File: src/psd_consts.vh
// Constants of the power swing sequencer: register offsets, field positions,
// reset values of the settings and the millisecond time base.
// Assumes a 250 MHz system clock and a 32-bit APB register bus.
`ifndef PSD_CONSTS_VH
`define PSD_CONSTS_VH

// Register byte offsets.
`define PSD_OFF_CTRL      8'h00
`define PSD_OFF_SUPV      8'h04
`define PSD_OFF_TIME1     8'h08
`define PSD_OFF_TIME2     8'h0c
`define PSD_OFF_TIME3     8'h10
`define PSD_OFF_STATUS    8'h14

// Control register fields.
`define PSD_CTRL_ENABLE   0
`define PSD_CTRL_3STEP    1
`define PSD_CTRL_DELAYED  2
`define PSD_CTRL_TGT_LO   3
`define PSD_CTRL_TGT_HI   4
`define PSD_CTRL_EVENTS   5
`define PSD_CTRL_TGT_CLR  6
`define PSD_CTRL_RESET    7'h04

// Target indication modes.
`define PSD_TGT_SELF      2'h0
`define PSD_TGT_LATCHED   2'h1
`define PSD_TGT_OFF       2'h2

// Setting reset values, current in 0.001 pu, times in ms.
`define PSD_SUPV_RESET    16'h0258
`define PSD_PKP1_RESET    16'h001e
`define PSD_RST1_RESET    16'h0032
`define PSD_PKP2_RESET    16'h0011
`define PSD_PKP3_RESET    16'h0009
`define PSD_PKP4_RESET    16'h0011
`define PSD_SEAL_RESET    16'h0190

// Time base: clock rate in MHz and tick period in microseconds.
`define PSD_CLK_MHZ       250
`define PSD_TICK_US       1000
`define PSD_MS_CYCLES     (`PSD_CLK_MHZ * `PSD_TICK_US)

`endif

File: src/psd_timer.v
// Millisecond pickup timer used for every delay of the sequencer.
// Assumes a one-cycle tick strobe from the same clock domain.
`timescale 1ns/1ps
`default_nettype none

module psd_timer #(
    parameter W = 16
) (
    input  wire         ref_clk,
    input  wire         rstn,
    input  wire         tick,
    input  wire         run,
    input  wire [W-1:0] preset,
    output wire         done
);

    reg  [W-1:0] cnt_q;   // Elapsed milliseconds while running.
    reg  [W-1:0] cnt_d;   // Next elapsed count.

    // Expiry is immediate for a zero preset, so a zero setting means no delay.
    assign done = run & (cnt_q >= preset);

    // Count ticks while running; stop at expiry so the count never wraps.
    always @*
    begin
        if (!run)
            cnt_d = {W{1'b0}};
        else if (tick && !done)
            cnt_d = cnt_q + {{(W-1){1'b0}}, 1'b1};
        else
            cnt_d = cnt_q;
    end

    // The count restarts from zero whenever the run condition drops.
    always @(posedge ref_clk or negedge rstn)
    begin
        if (!rstn)
            cnt_q <= {W{1'b0}};
        else
            cnt_q <= cnt_d;
    end

endmodule

`default_nettype wire

File: src/psd_sequencer.v
// Power swing blocking and out-of-step trip sequencer with APB settings.
// Assumes zone flags, current magnitude and trip inhibit come from logic
// on ref_clk, so none of them is resynchronised.
// What this block does
// - One enable switches the whole element
// - Step mode governs blocking and tripping
// - Three-step: outer-not-middle past delay 1 blocks
// - Block clears after outer exit plus reset delay
// - Two-step blocking times outer-not-inner instead
// - Delay 1 sets stage latch while outer
// - Middle-not-inner for delay 2 sets latch 2
// - Inner for delay 3 makes ready, held
// - Early mode trips at once, sealed in
// - Delayed mode arms, trips on outer exit
// - Two-step skips the delay 2 stage
// - One current level qualifies all zones
// - Timers are 16-bit millisecond counts
// - Target mode and event recording are settable
// - Delay 4 times outer-not-inner before arming
// - Inhibit clears trip, sequence keeps running
`timescale 1ns/1ps
`default_nettype none
`include "psd_consts.vh"

module psd_sequencer #(
    parameter MS_CYCLES = `PSD_MS_CYCLES
) (
    input  wire        ref_clk,
    input  wire        rstn,
    input  wire        psel,
    input  wire        penable,
    input  wire        pwrite,
    input  wire [7:0]  paddr,
    input  wire [31:0] pwdata,
    output reg  [31:0] prdata,
    output wire        pready,
    output wire        pslverr,
    input  wire        outer_in,
    input  wire        middle_in,
    input  wire        inner_in,
    input  wire [15:0] i1_mag,
    input  wire        trip_inhibit_in,
    output wire        swing_block_out,
    output wire        oos_trip_out,
    output wire        target_out,
    output wire        event_pulse_out
);

    // Settings written by software.
    reg  [6:0]  ctrl_q;                     // Enable, mode, trip mode, target, events.
    reg  [15:0] current_supervision_level;  // Positive-sequence level, 0.001 pu.
    reg  [15:0] pkp1_q;                     // Pickup delay 1, ms.
    reg  [15:0] rst1_q;                     // Reset delay 1, ms.
    reg  [15:0] pkp2_q;                     // Pickup delay 2, ms.
    reg  [15:0] pkp3_q;                     // Pickup delay 3, ms.
    reg  [15:0] pkp4_q;                     // Pickup delay 4, ms.
    reg  [15:0] trip_hold_time;             // Seal-in delay, ms.

    // Sequence state.
    reg         block_q;    // Swing block latch.
    reg         latch1_q;   // First out-of-step stage.
    reg         latch2_q;   // Second out-of-step stage.
    reg         ready_q;    // Ready to trip.
    reg         arm_q;      // Delayed trip armed.
    reg         seal_q;     // Trip sealed in.
    reg         trip_q;     // Registered trip output.
    reg         tgt_q;      // Target indication.
    reg         evt_q;      // Event strobe.
    reg         block_old_q; // Block level one cycle ago, for event edges.
    reg         seal_old_q;  // Seal level one cycle ago, for event edges.

    // Millisecond strobe.
    reg  [31:0] div_q;
    reg         tick_q;

    wire        enable      = ctrl_q[`PSD_CTRL_ENABLE];
    wire        three_step  = ctrl_q[`PSD_CTRL_3STEP];
    wire        delayed     = ctrl_q[`PSD_CTRL_DELAYED];
    wire [1:0]  tgt_mode    = ctrl_q[`PSD_CTRL_TGT_HI:`PSD_CTRL_TGT_LO];
    wire        event_record_enable = ctrl_q[`PSD_CTRL_EVENTS];

    // Zones qualified by the enable and the common current level.
    wire        cur_ok  = enable & (i1_mag >= current_supervision_level);
    wire        z_outer = outer_in & cur_ok;
    wire        z_mid   = middle_in & cur_ok;
    wire        z_inner = inner_in & cur_ok;

    // First timing band: outer-not-middle in three-step, outer-not-inner in two-step.
    wire        band1   = three_step ? (z_outer & ~z_mid) : (z_outer & ~z_inner);
    wire        band2   = three_step & latch1_q & z_outer & z_mid & ~z_inner;
    wire        stage2  = three_step ? latch2_q : latch1_q;
    wire        band3   = stage2 & z_outer & z_inner;
    wire        band4   = delayed & ready_q & z_outer & ~z_inner;

    wire        t1_done;
    wire        tr_done;
    wire        t2_done;
    wire        t3_done;
    wire        t4_done;
    wire        ts_done;

    // Trip starts: early at the moment of readiness, delayed at outer exit.
    wire        ready_set   = t3_done & ~ready_q;
    wire        early_fire  = ~delayed & ready_set;
    wire        delay_fire  = delayed & arm_q & ~z_outer;

    // APB access decode; the slave answers with no wait state.
    wire        wr_en   = psel & penable & pwrite;
    wire        hit     = (paddr == `PSD_OFF_CTRL)  | (paddr == `PSD_OFF_SUPV) |
                          (paddr == `PSD_OFF_TIME1) | (paddr == `PSD_OFF_TIME2) |
                          (paddr == `PSD_OFF_TIME3) | (paddr == `PSD_OFF_STATUS);
    wire        tgt_clr = wr_en & (paddr == `PSD_OFF_CTRL) & pwdata[`PSD_CTRL_TGT_CLR];

    assign pready  = 1'b1;
    assign pslverr = psel & penable & ~hit;

    assign swing_block_out = block_q;
    assign oos_trip_out    = trip_q;
    assign target_out      = tgt_q;
    assign event_pulse_out = evt_q;

    // The divider counts are kept wide so simulation can shorten the strobe freely.
    always @(posedge ref_clk or negedge rstn)
    begin
        if (!rstn)
        begin
            div_q  <= 32'h0;
            tick_q <= 1'b0;
        end
        else if (div_q >= MS_CYCLES - 1)
        begin
            div_q  <= 32'h0;
            tick_q <= 1'b1;
        end
        else
        begin
            div_q  <= div_q + 32'h1;
            tick_q <= 1'b0;
        end
    end

    // Pickup delay 1 runs while the locus sits in the first band.
    psd_timer #(.W(16)) u_t1 (
        .ref_clk (ref_clk),
        .rstn    (rstn),
        .tick    (tick_q),
        .run     (band1),
        .preset  (pkp1_q),
        .done    (t1_done)
    );

    // Reset delay 1 runs once the locus has left the outer zone with a block held.
    psd_timer #(.W(16)) u_tr (
        .ref_clk (ref_clk),
        .rstn    (rstn),
        .tick    (tick_q),
        .run     (block_q & ~z_outer),
        .preset  (rst1_q),
        .done    (tr_done)
    );

    // Pickup delay 2, three-step mode only.
    psd_timer #(.W(16)) u_t2 (
        .ref_clk (ref_clk),
        .rstn    (rstn),
        .tick    (tick_q),
        .run     (band2),
        .preset  (pkp2_q),
        .done    (t2_done)
    );

    // Pickup delay 3 times the stay inside the inner zone.
    psd_timer #(.W(16)) u_t3 (
        .ref_clk (ref_clk),
        .rstn    (rstn),
        .tick    (tick_q),
        .run     (band3),
        .preset  (pkp3_q),
        .done    (t3_done)
    );

    // Pickup delay 4 times the return between inner and outer before arming.
    psd_timer #(.W(16)) u_t4 (
        .ref_clk (ref_clk),
        .rstn    (rstn),
        .tick    (tick_q),
        .run     (band4),
        .preset  (pkp4_q),
        .done    (t4_done)
    );

    // Seal-in timer holds the trip for the configured interval.
    psd_timer #(.W(16)) u_ts (
        .ref_clk (ref_clk),
        .rstn    (rstn),
        .tick    (tick_q),
        .run     (seal_q),
        .preset  (trip_hold_time),
        .done    (ts_done)
    );

    // Register writes; all settings but the control bits are 16-bit millisecond or 0.001 pu fields.
    always @(posedge ref_clk or negedge rstn)
    begin
        if (!rstn)
        begin
            ctrl_q                    <= `PSD_CTRL_RESET;
            current_supervision_level <= `PSD_SUPV_RESET;
            pkp1_q                    <= `PSD_PKP1_RESET;
            rst1_q                    <= `PSD_RST1_RESET;
            pkp2_q                    <= `PSD_PKP2_RESET;
            pkp3_q                    <= `PSD_PKP3_RESET;
            pkp4_q                    <= `PSD_PKP4_RESET;
            trip_hold_time            <= `PSD_SEAL_RESET;
        end
        else if (wr_en)
        begin
            case (paddr)
                `PSD_OFF_CTRL:
                    ctrl_q <= {1'b0, pwdata[5:0]};
                `PSD_OFF_SUPV:
                    current_supervision_level <= pwdata[15:0];
                `PSD_OFF_TIME1:
                begin
                    pkp1_q <= pwdata[15:0];
                    rst1_q <= pwdata[31:16];
                end
                `PSD_OFF_TIME2:
                begin
                    pkp2_q <= pwdata[15:0];
                    pkp3_q <= pwdata[31:16];
                end
                `PSD_OFF_TIME3:
                begin
                    pkp4_q         <= pwdata[15:0];
                    trip_hold_time <= pwdata[31:16];
                end
                default:
                    ctrl_q <= ctrl_q;
            endcase
        end
    end

    // Read mux; unmapped addresses read zero and flag an error.
    always @*
    begin
        case (paddr)
            `PSD_OFF_CTRL:   prdata = {25'h0, ctrl_q};
            `PSD_OFF_SUPV:   prdata = {16'h0, current_supervision_level};
            `PSD_OFF_TIME1:  prdata = {rst1_q, pkp1_q};
            `PSD_OFF_TIME2:  prdata = {pkp3_q, pkp2_q};
            `PSD_OFF_TIME3:  prdata = {trip_hold_time, pkp4_q};
            `PSD_OFF_STATUS: prdata = {20'h0, z_inner, z_mid, z_outer, tgt_q, trip_q,
                                       seal_q, arm_q, ready_q, latch2_q, latch1_q,
                                       cur_ok, block_q};
            default:         prdata = 32'h0;
        endcase
    end

    // Sequence latches. Disabling clears them in a branch of its own; the qualified
    // zones drop with the enable, but the reset delay and seal-in timers run one cycle more.
    always @(posedge ref_clk or negedge rstn)
    begin
        if (!rstn)
        begin
            block_q  <= 1'b0;
            latch1_q <= 1'b0;
            latch2_q <= 1'b0;
            ready_q  <= 1'b0;
            arm_q    <= 1'b0;
            seal_q   <= 1'b0;
        end
        else if (!enable)
        begin
            block_q  <= 1'b0;
            latch1_q <= 1'b0;
            latch2_q <= 1'b0;
            ready_q  <= 1'b0;
            arm_q    <= 1'b0;
            seal_q   <= 1'b0;
        end
        else
        begin
            // Blocking is set by delay 1 and dropped only by the reset delay.
            if (t1_done)
                block_q <= 1'b1;
            else if (tr_done)
                block_q <= 1'b0;

            // Stage latches live only while the locus stays inside outer.
            if (!z_outer)
            begin
                latch1_q <= 1'b0;
                latch2_q <= 1'b0;
                ready_q  <= 1'b0;
                arm_q    <= 1'b0;
            end
            else
            begin
                if (t1_done)
                    latch1_q <= 1'b1;
                if (t2_done)
                    latch2_q <= 1'b1;
                if (t3_done)
                    ready_q <= 1'b1;
                if (t4_done)
                    arm_q <= 1'b1;
            end

            // The seal-in starts from either trip source and runs to expiry.
            if (early_fire || delay_fire)
                seal_q <= 1'b1;
            else if (ts_done)
                seal_q <= 1'b0;
        end
    end

    // Trip output is masked by the inhibit, which leaves the sequence untouched.
    // The enable masks it too, so a disable during a seal-in drops the trip at
    // the same edge as the latches instead of one cycle later.
    always @(posedge ref_clk or negedge rstn)
    begin
        if (!rstn)
            trip_q <= 1'b0;
        else
            trip_q <= seal_q & enable & ~trip_inhibit_in;
    end

    // Target and event indication; a latched target set wins over its clear.
    always @(posedge ref_clk or negedge rstn)
    begin
        if (!rstn)
        begin
            tgt_q       <= 1'b0;
            evt_q       <= 1'b0;
            block_old_q <= 1'b0;
            seal_old_q  <= 1'b0;
        end
        else
        begin
            block_old_q <= block_q;
            seal_old_q  <= seal_q;
            evt_q <= event_record_enable &
                     ((block_q & ~block_old_q) | (seal_q & ~seal_old_q));
            case (tgt_mode)
                `PSD_TGT_SELF:
                    tgt_q <= block_q | seal_q;
                `PSD_TGT_LATCHED:
                begin
                    if (block_q || seal_q)
                        tgt_q <= 1'b1;
                    else if (tgt_clr)
                        tgt_q <= 1'b0;
                end
                default:
                    tgt_q <= 1'b0;
            endcase
        end
    end

endmodule

`default_nettype wire

File: config.mk
export PLATFORM = sky130hd
export DESIGN_NAME = psd_sequencer
export DESIGN_NICKNAME = d
export VERILOG_FILES = /design/src/psd_timer.v /design/src/psd_sequencer.v
export VERILOG_INCLUDE_DIRS = /design/src /design/src/src
export SDC_FILE = /design/constraint.sdc
export NUM_CORES = 1
export LEC_CHECK = 0
export ABC_CLOCK_PERIOD_IN_PS = 7950
export BUFFER_PORTS_ARGS = -buffer_cell sky130_fd_sc_hd__buf_4
export CAP_MARGIN = 20
export CORE_UTILIZATION = 40
export DETAILED_ROUTE_END_ITERATION = 6
export PLACE_DENSITY_LB_ADDON = 0.25
export SYNTH_ARGS = -nofsm -noshare
export SYNTH_HDL_FRONTEND = slang
export SYNTH_HIERARCHICAL = 1
export SYNTH_SLANG_ARGS = --single-unit
File: constraint.sdc
create_clock -name ref_clk -period 7.95 [get_ports ref_clk]
set_input_delay 0.795 -clock ref_clk [delete_from_list [all_inputs] [get_ports ref_clk]]
set_output_delay 0.795 -clock ref_clk [all_outputs]
set_load 0.01 [all_outputs]
# Yosys cells after proc, flatten, opt, wreduce, memory -nomap -nowiden
# Index checks and enable logic that the tools add are counted.
[classes] add_sub_neg=7 reduce_logical=21 mux=38 n_lt_le_gt_ge=8 n_eq_ne=19 bitwise_logic=52
[ops] operator="$mux 16" n=12
[ops] operator="$pmux 32 s6" n=1
[ops] operator="$ge 16x16->1" n=7
[ops] operator="$add 16x1->16 const B" n=6
[ops] operator="$and 1x1->1" n=36
[ops] operator="$add 32x1->32 const B" n=1
[ops] operator="$ge 32x18->1 const B" n=1
[ops] operator="$mux 32" n=1
[ops] operator="$mux 1" n=23
[ops] operator="$eq 8x4->1 const B" n=2
[ops] operator="$eq 8x5->1 const B" n=2
[ops] operator="$ne 3x2->1 const B" n=4
[ops] operator="$ne 2x2->1 const B" n=5
[ops] operator="$reduce_and 2->1" n=5
[ops] operator="$not 1->1" n=9
[ops] operator="$eq 8x3->1 const B" n=1
[ops] operator="$logic_not 8->1" n=1
[ops] operator="$or 1x1->1" n=7
[ops] operator="$logic_and 1x1->1" n=6
[ops] operator="$logic_not 1->1" n=6
[ops] operator="$ne 3x1->1 const B" n=2
[ops] operator="$ne 3x3->1 const B" n=1
[ops] operator="$eq 2x1->1 const B" n=1
[ops] operator="$logic_not 2->1" n=1
[ops] operator="3 further kinds" n=4
[totals] elab_cells=172 regBits=258 inputBits=65 out_inout_bits=38

# Longest topological paths before layout
[logic_depth] depth_word=11 depth_mapped=14 depth_no_buf=12

# Modules after synthesis
# Netlist, hierarchy kept.
[by_module_without_submodules] module="psd_timer" area_per_inst_um2=1395.1 seq_area_each_um2=400.4 cells_each=161 n_inst=6
[by_module_without_submodules] module="psd_sequencer" area_per_inst_um2=7443.4 seq_area_each_um2=4080.2 cells_each=585 n_inst=1

# Least setup slack after synthesis
# Ideal clock, no wire load.
[synth_path] path_kind="in2reg" start="in i1_mag[15]" end="reg seal_q" arrival_ns=3.458 setup_time_ns=0.082 path_slack_ns=4.410 required_time_ns=7.868 n_path_buf=2 cell_stages=13 cell_sequence="ha_1 -> and4_1 -> nand2_1 -> or4_1 -> a31oi_1 -> and3_1 -> clkbuf_1 -> clkbuf_1 -> o31a_1 -> a2bb2oi_1 -> nand2_1 -> nand2_1 -> a31oi_1"
[synth_via] elab_chain_cells=11 word_cells_on_any_way=15 classes_between="order compare (1); eq/ne (1); mux (2); bitwise (10); reduce/logical (1)"
[synth_rtl] item="from (decl)" line="psd_sequencer.v:41" rtl="input wire [15:0] i1_mag,"
[synth_rtl] item="$ge 16x16->1 (*)" line="psd_sequencer.v:83" rtl="wire cur_ok = enable & (i1_mag >= current_supervision_level);"
[synth_rtl] item="$and 1x1->1 (*)" line="psd_sequencer.v:83"
[synth_rtl] item="$and 1x1->1" line="psd_sequencer.v:84" rtl="wire z_outer = outer_in & cur_ok;"
[synth_rtl] item="$and 1x1->1" line="psd_sequencer.v:92" rtl="wire band3 = stage2 & z_outer & z_inner;"
[synth_rtl] item="$and 1x1->1 (*)" line="psd_sequencer.v:92"
[synth_rtl] item="named net band3" line="psd_sequencer.v:92"
[synth_rtl] item="$and 1x1->1 (*)" line="psd_timer.v:21" rtl="assign done = run & (cnt_q >= preset);"
[synth_rtl] item="named net t3_done" line="psd_sequencer.v:98" rtl="wire t3_done;"
[synth_rtl] item="$and 1x1->1 (*)" line="psd_sequencer.v:103" rtl="wire ready_set = t3_done & ~ready_q;"
[synth_rtl] item="$and 1x1->1 (*)" line="psd_sequencer.v:104" rtl="wire early_fire = ~delayed & ready_set;"
[synth_rtl] item="$logic_or 1x1->1 (*)" line="psd_sequencer.v:311" rtl="if (early_fire || delay_fire)"
[synth_rtl] item="$mux 1" line="psd_sequencer.v:311"
[synth_rtl] item="$mux 1" line="psd_sequencer.v:273" rtl="else if (!enable)"
[synth_rtl] item="to (signal assigned)" line="psd_sequencer.v:271" rtl="seal_q <= 1'b0;"
[synth_rtl] item="to (signal assigned)" line="psd_sequencer.v:312" rtl="seal_q <= 1'b1;"
[synth_rtl] item="to (signal assigned)" line="psd_sequencer.v:314" rtl="seal_q <= 1'b0;"
[synth_rtl] item="to (decl)" line="psd_sequencer.v:65" rtl="reg seal_q;"
# Mark *: on every way through the listed nets, which the timed path passes. The rest lies on a longest branch.
# A chain may end at the register's enable or synchronous reset.

# Worst setup path in the final report
[layout_path] start="in i1_mag[0]" end="out prdata[1]"
[layout_via] elab_chain_cells=3
[layout_rtl] item="$ge 16x16->1" line="psd_sequencer.v:83"
[layout_rtl] item="$and 1x1->1" line="psd_sequencer.v:83"
[layout_rtl] item="$pmux 32 s6" line="psd_sequencer.v:247" rtl="case (paddr)"
[layout_rtl] item="to (decl)" line="psd_sequencer.v:35" rtl="output reg [31:0] prdata,"
# No other way between the ends.

==> flow_summary_export.csv <==
group,metric,value,unit
status,status,"finished with violations",
status,violations,"DRC",
synth,synth-edff-count,0,
route,vias,12500,
route,wl,42800,um
cells_and_area,drive_gt1_share,22.5,%
setup_path,critPathLaunchType,"input pin",
setup_path,arrival,3.52,ns
setup_path,cp.required,7.15,ns
setup_path,cp.depth,9,
floorplan,die_area,40300,um2
grt,grt_pass1_vias,12200,
cells_and_area,final_cell_mix,"dfrtp_1, nand2_1, inv_1",
floorplan,start_util,40.7,%
grt,track_usage,21.5,%
sta,worstMarginPinSlew,1.26,ns
route,drtIter0Drc,1016,
placed_design,dp_hpwl,31100,um
cts,cts_buffers,30,
pwr,leakage,7.87,nW
sta,fin_skew,0.0103,ns
sta,fin_crit_sh,54.2,%
cts,clock-sinks,258,
setup_path,cpPeakStageDelay,1.08,ns
synth,postSynthCellCount,1551,
pwr,clkPwrFrac,48.6,%
synth,seq_area_frac_synth,41.0,%
synth,synth_top_area_cell,"dfrtp_1",
floorplan,core.rowCount,72,
cells_and_area,regArea,6480,um2
sta,final.setup.tns,0,ns
setup_path,path_cells,"buf_4 -> inv_1 -> ha_1 -> nand2b_1 -> a2111oi_0 -> or4_1 -> nand3_1 -> a31o_2 -> buf_4",
grt,grt_first_pass_wirelength,69400,um
setup_path,path_buf_inv,3,
sta,drv_slew,0,
setup_path,crit_top_cell,"buf_4",
sta,hold_viol,0,
sta,clock.fmax,0.232,GHz
setup_path,critPathKind,"in2out",
synth,ys_ff_latch,258,
sta,fin_crit,4.31,ns
route,drc,7,
cts,cts.repair.resized,0,
grt,antenna_found_initial,0,
synth,syn_area,15800,um2
setup_path,cp-end-kind,"output pin",
pwr,power.switching,0.717,mW
cts,cts_setup_buffers,0,
pwr,p_sw_share,24.0,%
cts,path_clk_slew,0.06,ns
cells_and_area,final_common_cell,"dfrtp_1",
cells_and_area,insertedDiodeCount,0,
grt,gr-total-overflow,0,
cts,cts-htree-levels,1,
worst_hold_path,hold_path_class,"in2async",
route,viasPerCell,5.69,
floorplan,core_area,38800,um2
pwr,cellPowerDensity,164,nW/um2
synth,synth_top_cells_by_area,"dfrtp_1, ha_1, mux2_2",
synth,ys.flop_type,"dfrtp_1",
cts,cts.path.max_buffers,3,
pwr,ir_worst_vdd,0.000155,V
synth,synth.distinct_cells,61,
grt,grt_max_degree,127,
floorplan,die_height,201,um
synth,avgSynthCellArea,10.2,um2
route,first_pass_iters,7,
floorplan,boundaryPins,103,
cells_and_area,nets,1846,
pwr,seq_power_share,44.8,%
route,ant_nets,0,
sta,finalSetupViolCount,0,
placed_design,gp_congestion,0.872,
setup_path,critPathMaxFanout,5,
flow_run,max_cap_viol_count,0,
route,wl_per_cell,19.4,um
synth,yosys_warnings,6,
synth,ys_async_sr_fraction,100,%
sta,grt_setup_unrepaired,"false",
cells_and_area,area_growth,15.2,%
setup_path,slowest_stage,"a2111oi_0",
placed_design,io_buffers,101,
cts,cts_tree,"built",
cells_and_area,multi_input_area,8490,um2
setup_path,reg2regPathDepth,12,
setup_path,crit_family,"compound AO/OA/AOI/OAI gates",
synth,synth.top_cell.area_share,37.5,%
floorplan,die_w,201,um
cells_and_area,finalCoreUtilization,46.9,%
pwr,p_int,2.27,mW
cells_and_area,nFillCells,3603,
sta,max_slew_margin,14.1,%
pwr,power_frac_comb,6.5,%
cts,root_buffer,"clkbuf_16",
cts,hold_buffers,0,
cts,insertion_delay,0.58,ns
-- stage by stage --
step,setup slack [ns],instance area (um2),instances,total power [mW],hold slack (ns)
after floorplan,4.41,15900,1564,1.47,0.412
after global placement,3.50,17200,2145,1.55,0.456
after detailed placement,3.47,17200,2145,1.56,0.468
after CTS,3.84,18200,2201,3.02,0.332
after global routing,3.73,18200,2204,3.10,0.346
final,3.64,18200,2204,2.99,0.355
-- layer usage --
layer / track usage [%] / part of all wire [%]
met1: 30.3 / 46
met2: 34.5 / 46
met3: 2.69 / 5.2
met4: 6.35 / 2.9
met5: 0 / 0
-- cell usage after synthesis (7+ instances only) --
| master | count |
|---|---|
| dfrtp_1 | 237 |
| nand2_1 | 172 |
| inv_1 | 163 |
| ha_1 | 119 |
| mux2_2 | 109 |
| a21oi_1 | 69 |
| nand4_1 | 66 |
| mux2i_1 | 49 |
| nor2_1 | 48 |
| nor4_1 | 42 |
| nand2b_1 | 39 |
| or4_1 | 38 |
| o31ai_1 | 36 |
| clkbuf_1 | 34 |
| a222oi_1 | 26 |
| o21ai_0 | 23 |
| dfstp_2 | 21 |
| nand3_1 | 21 |
| or3_1 | 19 |
| and3_1 | 16 |
| a211o_1 | 12 |
| o21a_1 | 12 |
| and4_1 | 11 |
| a22oi_1 | 10 |
| mux2_4 | 10 |
| nor3_1 | 10 |
| buf_6 | 9 |
| xnor2_1 | 9 |
| and2_1 | 8 |
| a21o_1 | 7 |
| buf_2 | 7 |
| buf_4 | 7 |
| nor4_2 | 7 |
| or2_2 | 7 |
| xor2_1 | 7 |
-- power groups by stage --
| stage | clock [mW] | sequential [mW] | combinational (mW) |
|---|---|---|---|
| finish | 1.45 | 1.34 | 0.195 |
| global route | 1.54 | 1.34 | 0.215 |
| CTS | 1.49 | 1.34 | 0.196 |
| detailed placement | 0 | 1.36 | 0.196 |
| global placement | 0 | 1.36 | 0.192 |
| floorplan | 0 | 1.36 | 0.115 |
-- cells by family after synthesis --
family                   synth area share [%]
buffers and inverters                    5.89
multiplexers                             12.6
other                                  0.0475
flip-flops                               41.0
AND/OR/NAND/NOR                          18.3
AO/OA/AOI/OAI                            11.9
adder cells (fa/ha/maj)                  9.42
XOR/XNOR                                0.886
-- final timing paths --
check,startpoint,to,slack (ns)
min reg2reg,ctrl_q[4],target_out,0.49
max in group asynchronous,rstn,div_q[11],6.00
min,rstn,div_q[10],0.35
max,i1_mag[0],prdata[1],3.64
min in group ref_clk,trip_inhibit_in,oos_trip_out,0.36
max reg2reg,current_supervision_level[0],seal_q,4.20
-- final cells by class --
cell class                 count  share of cell area, %
inverter                     163                   3.36
clock inverter                15                   1.06
multi-input combinational   1085                   46.6
clock buffer                  41                   4.62
sequential                   258                   35.6
tap                          518                   3.56
timing repair buffer         124                   5.19
-- state kept, by name (all words and copies together) (netlist names), 6 cells and up --
register / cells
div_q: 32
current_supervision_level: 16
pkp1_q: 16
pkp2_q: 16
pkp3_q: 16
pkp4_q: 16
rst1_q: 16
trip_hold_time: 16
u_t1/cnt_q: 16
u_t2/cnt_q: 16
u_t3/cnt_q: 16
u_t4/cnt_q: 16
u_tr/cnt_q: 16
u_ts/cnt_q: 16
ctrl_q: 6
No activity file was read; power rests on OpenSTA's default activity.
